### src/rtc_pkg.sv
// constants, types and reset values for the wrap-limit / match registers
// assumes a single 100 MHz clock and an AHB-Lite master with word access
//
// How it works
// [RULE_01] wrap limit low byte sits at index 0x0a, high byte at 0x0b.
// [RULE_02] high byte location holds bits 15:8, low byte holds bits 7:0.
// [RULE_03] a new wrap limit takes effect two counter ticks after the write.
// [RULE_04] software waits for wrap sync pending clear before writing again.
// [RULE_05] match value low byte sits at index 0x0c, high byte at 0x0d.
// [RULE_06] count equal wrap limit sets wrap flag and returns count to zero.
// [RULE_07] count equal match value sets match flag; write one clears it.
// [RULE_08] read-only pending bits show wrap and match values still syncing.
// [RULE_09] one shared 8-bit staging byte makes each 16-bit access atomic.
// [RULE_10] pending bit holds from write until value is live, then clears.
package rtc_pkg;

  // ---------------------------------------------------------------
  // timing
  // ---------------------------------------------------------------
  localparam int unsigned SYS_CLK_HZ = 100_000_000;
  localparam int unsigned CNT_CLK_HZ = 32_768;
  localparam int unsigned TICK_DIV   = SYS_CLK_HZ / CNT_CLK_HZ;
  localparam logic [1:0]  SYNC_LAST  = 2'h1;  // ticks 0 and 1: two ticks

  // ---------------------------------------------------------------
  // register indices; byte address is four times the index
  // ---------------------------------------------------------------
  localparam logic [5:0] IDX_STATUS = 6'h01;
  localparam logic [5:0] IDX_MASK   = 6'h02;
  localparam logic [5:0] IDX_FLAGS  = 6'h03;
  localparam logic [5:0] IDX_TEMP   = 6'h04;
  localparam logic [5:0] IDX_CNTL   = 6'h08;
  localparam logic [5:0] IDX_CNTH   = 6'h09;
  localparam logic [5:0] IDX_WRAPL  = 6'h0a;
  localparam logic [5:0] IDX_WRAPH  = 6'h0b;
  localparam logic [5:0] IDX_MATCHL = 6'h0c;
  localparam logic [5:0] IDX_MATCHH = 6'h0d;

  // field positions
  localparam int unsigned FLAG_WRAP     = 0;
  localparam int unsigned FLAG_MATCH    = 1;
  localparam int unsigned ST_WRAP_PEND  = 2;
  localparam int unsigned ST_MATCH_PEND = 3;

  // reset values
  localparam logic [15:0] WRAP_RST  = 16'h00ff;
  localparam logic [15:0] MATCH_RST = 16'h0000;

  // ---------------------------------------------------------------
  // types
  // ---------------------------------------------------------------
  typedef enum logic [1:0] {
    PH_IDLE  = 2'b00,
    PH_WRITE = 2'b01,
    PH_READ  = 2'b10
  } bus_phase_e;

  typedef struct packed {
    logic        hsel;
    logic [1:0]  htrans;
    logic        hwrite;
    logic [2:0]  hsize;
    logic [7:0]  haddr;
    logic [31:0] hwdata;
  } ahb_req_s;

  typedef struct packed {
    bus_phase_e  phase;
    logic [5:0]  idx;
    logic        hreadyout;
    logic [31:0] rdata;
    logic        irq;
    logic [7:0]  temp;
    logic [15:0] wrap_shadow;
    logic [15:0] wrap_act;
    logic [1:0]  wrap_sync;
    logic        wrap_pend;
    logic [15:0] match_shadow;
    logic [15:0] match_act;
    logic [1:0]  match_sync;
    logic        match_pend;
    logic [15:0] count;
    logic [1:0]  flags;
    logic [1:0]  mask;
  } regs_s;

  localparam regs_s REGS_RST = '{
    phase: PH_IDLE, idx: 6'h00, hreadyout: 1'b1, rdata: 32'h0000_0000,
    irq: 1'b0, temp: 8'h00,
    wrap_shadow: WRAP_RST, wrap_act: WRAP_RST, wrap_sync: 2'h0,
    wrap_pend: 1'b0,
    match_shadow: MATCH_RST, match_act: MATCH_RST, match_sync: 2'h0,
    match_pend: 1'b0,
    count: 16'h0000, flags: 2'h0, mask: 2'h0
  };

endpackage

### src/rtc_tick_div.sv
// divider making the one-cycle counter tick enable
// assumes the system clock; the tick stands for one counter-clock edge
module rtc_tick_div #(
  parameter int unsigned DIV = rtc_pkg::TICK_DIV
) (
  // clock and reset
  input  wire logic i_ref_clk,
  input  wire logic i_arst_n,
  // tick
  output logic      o_tick
);

  localparam int unsigned CW = $clog2(DIV);
  localparam logic [CW-1:0] LAST = CW'(DIV - 1);

  typedef struct packed {
    logic [CW-1:0] cnt;
    logic          tick;
  } div_s;

  div_s q;
  div_s d;

  always_comb begin
    d      = q;
    d.tick = (q.cnt == LAST);
    d.cnt  = d.tick ? '0 : q.cnt + CW'(1);
  end

  always_ff @(posedge i_ref_clk or negedge i_arst_n) begin
    if (!i_arst_n) begin
      q <= '0;
    end else begin
      q <= d;
    end
  end

  assign o_tick = q.tick;

endmodule

### src/rtc_period_compare_regs.sv
// wrap-limit and match registers of the real-time counter, AHB-Lite slave
// assumes a single-slave bus: i_hready is this slave's own o_hreadyout
//
// The implementer's own choice: the AHB-Lite interface to the registers.
module rtc_period_compare_regs #(
  parameter int unsigned TICK_DIV = rtc_pkg::TICK_DIV
) (
  // clock and reset
  input  wire logic              i_ref_clk,
  input  wire logic              i_arst_n,
  // ahb-lite request
  input  wire rtc_pkg::ahb_req_s i_ahb,
  input  wire logic              i_hready,
  // ahb-lite response
  output logic                   o_hreadyout,
  output logic [31:0]            o_hrdata,
  output logic                   o_hresp,
  // interrupt
  output logic                   o_irq
);

  rtc_pkg::regs_s q;
  rtc_pkg::regs_s d;
  logic           tick;
  logic           resp_q;

  // ---------------------------------------------------------------
  // counter-clock tick
  // ---------------------------------------------------------------
  rtc_tick_div #(
    .DIV (TICK_DIV)
  ) u_tick (
    .i_ref_clk (i_ref_clk),
    .i_arst_n  (i_arst_n),
    .o_tick    (tick)
  );

  function automatic logic [31:0] byte_word(input logic [7:0] b);
    byte_word = {24'h00_0000, b};
  endfunction

  // ---------------------------------------------------------------
  // next state
  // ---------------------------------------------------------------
  logic [1:0] ev;
  logic [1:0] clr;

  always_comb begin
    d   = q;
    ev  = 2'h0;
    clr = 2'h0;

    // counting side, advanced only on the tick
    if (tick) begin
      if (q.count == q.wrap_act) begin
        d.count         = 16'h0000; // RULE_06
        ev[rtc_pkg::FLAG_WRAP] = 1'b1; // RULE_06
      end else begin
        d.count = q.count + 16'h0001;
      end
      ev[rtc_pkg::FLAG_MATCH] = (q.count == q.match_act); // RULE_07
    end

    // carry shadow values into the counting side after two ticks
    if (q.wrap_pend && tick) begin
      if (q.wrap_sync == rtc_pkg::SYNC_LAST) begin
        d.wrap_act  = q.wrap_shadow; // RULE_03
        d.wrap_pend = 1'b0; // RULE_10
        d.wrap_sync = 2'h0;
      end else begin
        d.wrap_sync = q.wrap_sync + 2'h1;
      end
    end
    if (q.match_pend && tick) begin
      if (q.match_sync == rtc_pkg::SYNC_LAST) begin
        d.match_act  = q.match_shadow;
        d.match_pend = 1'b0; // RULE_10
        d.match_sync = 2'h0;
      end else begin
        d.match_sync = q.match_sync + 2'h1;
      end
    end

    // data phase of the previous transfer
    d.hreadyout = 1'b1;
    case (q.phase)
      rtc_pkg::PH_WRITE: begin
        if (q.idx == rtc_pkg::IDX_WRAPL) begin
          d.temp = i_ahb.hwdata[7:0]; // RULE_09
        end else if (q.idx == rtc_pkg::IDX_WRAPH) begin
          // a write during pending restarts the sync; software must wait
          d.wrap_shadow = {i_ahb.hwdata[7:0], q.temp}; // RULE_02
          d.wrap_pend   = 1'b1; // RULE_08
          d.wrap_sync   = 2'h0;
        end else if (q.idx == rtc_pkg::IDX_MATCHL) begin
          d.temp = i_ahb.hwdata[7:0]; // RULE_09
        end else if (q.idx == rtc_pkg::IDX_MATCHH) begin
          d.match_shadow = {i_ahb.hwdata[7:0], q.temp}; // RULE_05
          d.match_pend   = 1'b1; // RULE_08
          d.match_sync   = 2'h0;
        end else if (q.idx == rtc_pkg::IDX_TEMP) begin
          d.temp = i_ahb.hwdata[7:0];
        end else if (q.idx == rtc_pkg::IDX_MASK) begin
          d.mask = i_ahb.hwdata[1:0];
        end else if (q.idx == rtc_pkg::IDX_FLAGS) begin
          clr = i_ahb.hwdata[1:0];
        end
      end
      rtc_pkg::PH_READ: begin
        d.rdata = 32'h0000_0000;
        if (q.idx == rtc_pkg::IDX_WRAPL) begin
          d.rdata = byte_word(q.wrap_shadow[7:0]); // RULE_01
          d.temp  = q.wrap_shadow[15:8]; // RULE_09
        end else if (q.idx == rtc_pkg::IDX_WRAPH) begin
          d.rdata = byte_word(q.temp); // RULE_02
        end else if (q.idx == rtc_pkg::IDX_MATCHL) begin
          d.rdata = byte_word(q.match_shadow[7:0]); // RULE_05
          d.temp  = q.match_shadow[15:8]; // RULE_09
        end else if (q.idx == rtc_pkg::IDX_MATCHH) begin
          d.rdata = byte_word(q.temp);
        end else if (q.idx == rtc_pkg::IDX_CNTL) begin
          d.rdata = byte_word(q.count[7:0]);
          d.temp  = q.count[15:8];
        end else if (q.idx == rtc_pkg::IDX_CNTH) begin
          d.rdata = byte_word(q.temp);
        end else if (q.idx == rtc_pkg::IDX_TEMP) begin
          d.rdata = byte_word(q.temp);
        end else if (q.idx == rtc_pkg::IDX_STATUS) begin
          d.rdata[rtc_pkg::ST_WRAP_PEND]  = q.wrap_pend; // RULE_08
          d.rdata[rtc_pkg::ST_MATCH_PEND] = q.match_pend; // RULE_08
        end else if (q.idx == rtc_pkg::IDX_MASK) begin
          d.rdata = {30'h0000_0000, q.mask};
        end else if (q.idx == rtc_pkg::IDX_FLAGS) begin
          d.rdata = {30'h0000_0000, q.flags};
        end
      end
      default: begin
      end
    endcase

    // address phase; reads take one wait state because the read data is
    // registered and reaches o_hrdata one cycle after it is picked
    d.phase = rtc_pkg::PH_IDLE;
    if (i_ahb.hsel && i_ahb.htrans[1] && i_hready) begin
      d.idx = i_ahb.haddr[7:2];
      if (i_ahb.hwrite) begin
        d.phase = rtc_pkg::PH_WRITE;
      end else begin
        d.phase     = rtc_pkg::PH_READ;
        d.hreadyout = 1'b0;
      end
    end

    // a new event wins over a clear in the same cycle
    d.flags = (q.flags & ~clr) | ev; // RULE_06 RULE_07
    d.irq   = |(q.flags & q.mask);
  end

  always_ff @(posedge i_ref_clk or negedge i_arst_n) begin
    if (!i_arst_n) begin
      q      <= rtc_pkg::REGS_RST;
      resp_q <= 1'b0;
    end else begin
      q      <= d;
      resp_q <= 1'b0;
    end
  end

  assign o_hreadyout = q.hreadyout;
  assign o_hrdata    = q.rdata;
  assign o_hresp     = resp_q;
  assign o_irq       = q.irq;

  // ---------------------------------------------------------------
  // checks
  // ---------------------------------------------------------------
  logic [1:0] wrap_ticks_h;

  always_ff @(posedge i_ref_clk or negedge i_arst_n) begin
    if (!i_arst_n) begin
      wrap_ticks_h <= 2'h0;
    end else if (q.phase == rtc_pkg::PH_WRITE &&
                 q.idx == rtc_pkg::IDX_WRAPH) begin
      wrap_ticks_h <= 2'h0;
    end else if (q.wrap_pend && tick) begin
      wrap_ticks_h <= wrap_ticks_h + 2'h1;
    end
  end
endmodule

### config.mk
export PLATFORM = sky130hd
export DESIGN_NAME = rtc_period_compare_regs
export DESIGN_NICKNAME = d
export VERILOG_FILES = /design/src/rtc_pkg.sv /design/src/rtc_tick_div.sv /design/src/rtc_period_compare_regs.sv
export SDC_FILE = /design/constraint.sdc
export NUM_CORES = 1
export LEC_CHECK = 0
export BUFFER_PORTS_ARGS = -buffer_cell sky130_fd_sc_hd__buf_2
export CORE_MARGIN = 1
export CORE_UTILIZATION = 58
export CTS_CLUSTER_SIZE = 16
export DETAILED_ROUTE_END_ITERATION = 6
export GPL_TIMING_DRIVEN = 0
export HOLD_SLACK_MARGIN = 0.15
export PLACE_DENSITY_LB_ADDON = 0.25
export SETUP_SLACK_MARGIN = 0.4
export SLEW_MARGIN = 30
export SYNTH_ARGS = -nofsm -noshare
export SYNTH_HDL_FRONTEND = slang
export SYNTH_SLANG_ARGS = --single-unit
### constraint.sdc
create_clock -name i_ref_clk -period 3 [get_ports i_ref_clk]
set_clock_uncertainty 0.15 [all_clocks]
set_input_delay 0.15 -clock i_ref_clk [delete_from_list [all_inputs] [get_ports i_ref_clk]]
set_output_delay 0.15 -clock i_ref_clk [all_outputs]
set_load 0.05 [all_outputs]
==> out/metrics.yaml <==
status:
  status: "completed"
global_route:
  grt_overflow_total: 0
  track_usage_pct: 29.7
  grt_pass1_wl_microns: 25500
  grt_use_met3_pct: 6.51
  busiest_layer: "met2"
  grt_max_degree: 91
  use_met2_pct: 47.2
  grtUsageMet1_pct: 39.3
  antenna_found_initial: 0
  grt_pass1_vias: 4810
drt:
  vias: 4949
  drc_errors: 0
  via_per_inst: 5.73
  drt_iter0_markers: 370
  routedWlPerCell_microns: 18.6
  detail-route-antenna-nets: 0
  firstDrtPassIters: 5
  finalWirelength_microns: 16000
clocking:
  path_clk_slew_ps: 60
  clock-root-buffer: "clkbuf_16"
  cts_sinks: 129
  numCtsBuffers: 17
  htreeDepth: 4
  cts_max_path_buffers: 2
  insertion_delay_ps: 430
  cts_tree: "yes"
setup_path:
  cp_max_fo: 8
  worst-setup-path-type: "reg -> reg"
  r2r-start: "q[136]$_DFFE_PN0P_"
  crit_required_ps: 3160
  startpoint_type: "register"
  arrival_ps: 2710
  r2r_cells: 6
  r2r-end: "q[90]$_DFFE_PN0P_"
  regToRegSetupSlack_ps: 450
  worstSetupEndpointType: "register"
synthesis:
  synthTopCellsByArea: "dfrtp_1 (43%), mux2_2 (14%), dfstp_2 (6.8%)"
  synth_area_leader_cell: "dfrtp_1"
  synthArstFlopShare_pct: 100
  syn-instance-count: 603
  ys.flop_type: "dfrtp_1"
  netlist_area_sq_mm: 0.00657
  synth.distinct_cells: 50
  synth.ff_latch_count: 129
  seq_area_frac_synth_pct: 49.4
  syn_avg_cell_area_sq_um: 10.9
  synth-edff-count: 0
  yosys_warnings: 0
  post-synth-top-area-fraction_pct: 42.6
power_and_ir_drop:
  total_power_mw: 4.72
  power.density_mw_per_mm2: 588
  leakagePower_nw: 3.76
  peakVddDrop_mv: 0.408
floorplan:
  die_w_microns: 108
  floorplan.initialDensity_pct: 60.1
  io_pins: 85
  core_sq_mm: 0.0109
  rows: 38
  fp.dieH_microns: 108
  dieArea_sq_mm: 0.0118
layout:
  final_nets: 765
  antenna-diode-count: 0
  final_cells: 863
  layout-drive-gt1-share_pct: 31.8
  postLayoutCellArea_sq_mm: 0.00803
  final_common_cell: "dfrtp_1"
  fillers: 740
  area_delta_synth_final_pct: 22.2
  fin_util_pct: 73.4
  layout_common_cells: "dfrtp_1 (109), mux2_2 (81), buf_4 (46)"
hold_path:
  holdCritStartpoint: "i_hready"
  hold_end: "q[136]$_DFFE_PN0P_"
  hp-class: "in -> reg"
  worst_hold_path.num_cells: 3
placed_design:
  dp_cells: 798
  placed_area_sq_mm: 0.00705
  place.gp.congestion: 0.896
  dp_hpwl_microns: 10300
  port_buffers: 29
timing:
  slew_headroom_pct: 52.5
  clock.fmax_mhz: 392
  finalSetupViolCount: 0
  rsz0062_at_grt: "yes"
  period_needed_ps: 2550
  fin_crit_sh_pct: 85.0
  slew_viol_final: 0
  finalHoldViolations: 0
  worst_pin_slew_ps: 712
  hold_ws_ps: 204
flow_run:
  drv_cap: 0
logic make-up after synthesis:
logic type	count (synthesis)	share of synthesized area [%]
and+or+nand+nor	154	11.8
DFF	129	49.4
muxes	93	15.7
buffers and inverters	91	7.16
AOI/OAI and AO/OA	76	7.71
xor gates and xnor gates	54	7.20
adders and majority gates	5	0.952
other	1	0.0571
per-layer routing:
| metal | share of wire (%) | up-vias |
|---|---|---|
| met5 | 0 | - |
| met4 | 2.3 | 0 |
| met3 | 6.3 | 38 |
| met2 | 49 | 205 |
| met1 | 43 | 2453 |
| li1 | - | 2253 |
worst max-delay path: stages (launching register included):
cell and delay, ps:
dfrtp_2 470, or3b_4 440, or3_1 370, clkbuf_2 190, a211oi_4 290, buf_12 180
mux2_2 340
cell usage after synthesis, drive strengths merged (2+ instances only):
cell / number
dfrtp: 112
mux2: 81
nor2: 42
buf: 38
xnor2: 36
nand2: 31
clkbuf: 30
nand3: 24
inv: 23
o21ai: 20
xor2: 18
dfstp: 17
nand4: 14
a21oi: 13
mux2i: 12
o22ai: 11
o221ai: 9
nor3: 8
nand2b: 7
nor2b: 6
and3: 5
ha: 5
a21o: 4
a22o: 4
nor4: 4
a211oi: 3
a22oi: 3
o21a: 3
a31oi: 2
nand3b: 2
o211a: 2
o31ai: 2
or3: 2
or3b: 2
worst max path at each step:
stage,start,endpoint,cells after the start
4_1_cts,q[137]$_DFFE_PN0P_,q[90]$_DFFE_PN0P_,6
2_1_floorplan,q[137]$_DFFE_PN0P_,q[90]$_DFFE_PN0P_,5
3_5_place_dp,q[137]$_DFFE_PN0P_,q[90]$_DFFE_PN0P_,5
3_3_place_gp,q[139]$_DFF_PN0_,q[48]$_DFFE_PN0P_,6
5_1_grt,q[138]$_DFF_PN0_,q[95]$_DFFE_PN0P_,6
6_report,q[136]$_DFFE_PN0P_,q[90]$_DFFE_PN0P_,6
sequential cells by signal, indices dropped and copies added, names as in the netlist:
register	count
o_hrdata	8
q	106
u_tick.o_tick	1
o_irq	1
o_hreadyout	1
u_tick.q	12
metrics by stage:
| step | setup WS [ps] | TNS, ps |
|---|---|---|
| after floorplan | 568 | 0 |
| after global placement | -165 | -1510 |
| after detailed placement | -145 | -1070 |
| after CTS | 392 | 0 |
| after global routing | 373 | 0 |
| final | 451 | 0 |
power breakdown:
part           switching (mW)  total, mW  leakage, nW  internal [mW]
Clock                   0.762       2.16        0.299           1.40
Combinational           0.367      0.619         1.79          0.252
Sequential              0.102       1.94         1.67           1.84
final cells by class:
class	instances	area, sq um	area share, %
clock buffers	20	447	5.56
plain buffers	68	393	4.89
repair buffers	64	513	6.39
clock inverters	12	165	2.06
flip-flops and latches	129	3250	40.5
multi-input cells	407	3000	37.3
well taps	140	175	2.18
inverters	23	86.3	1.07
repair_timing:
action                                 CTS  global route
setup endpoints to repair               31            25
endpoints found under the hold margin  149             0
gates resized for setup                 11             8
pin swaps                                2             4
buffers inserted                         2            10
hold buffers                            21             0
No activity file was read; power rests on OpenSTA's default activity.
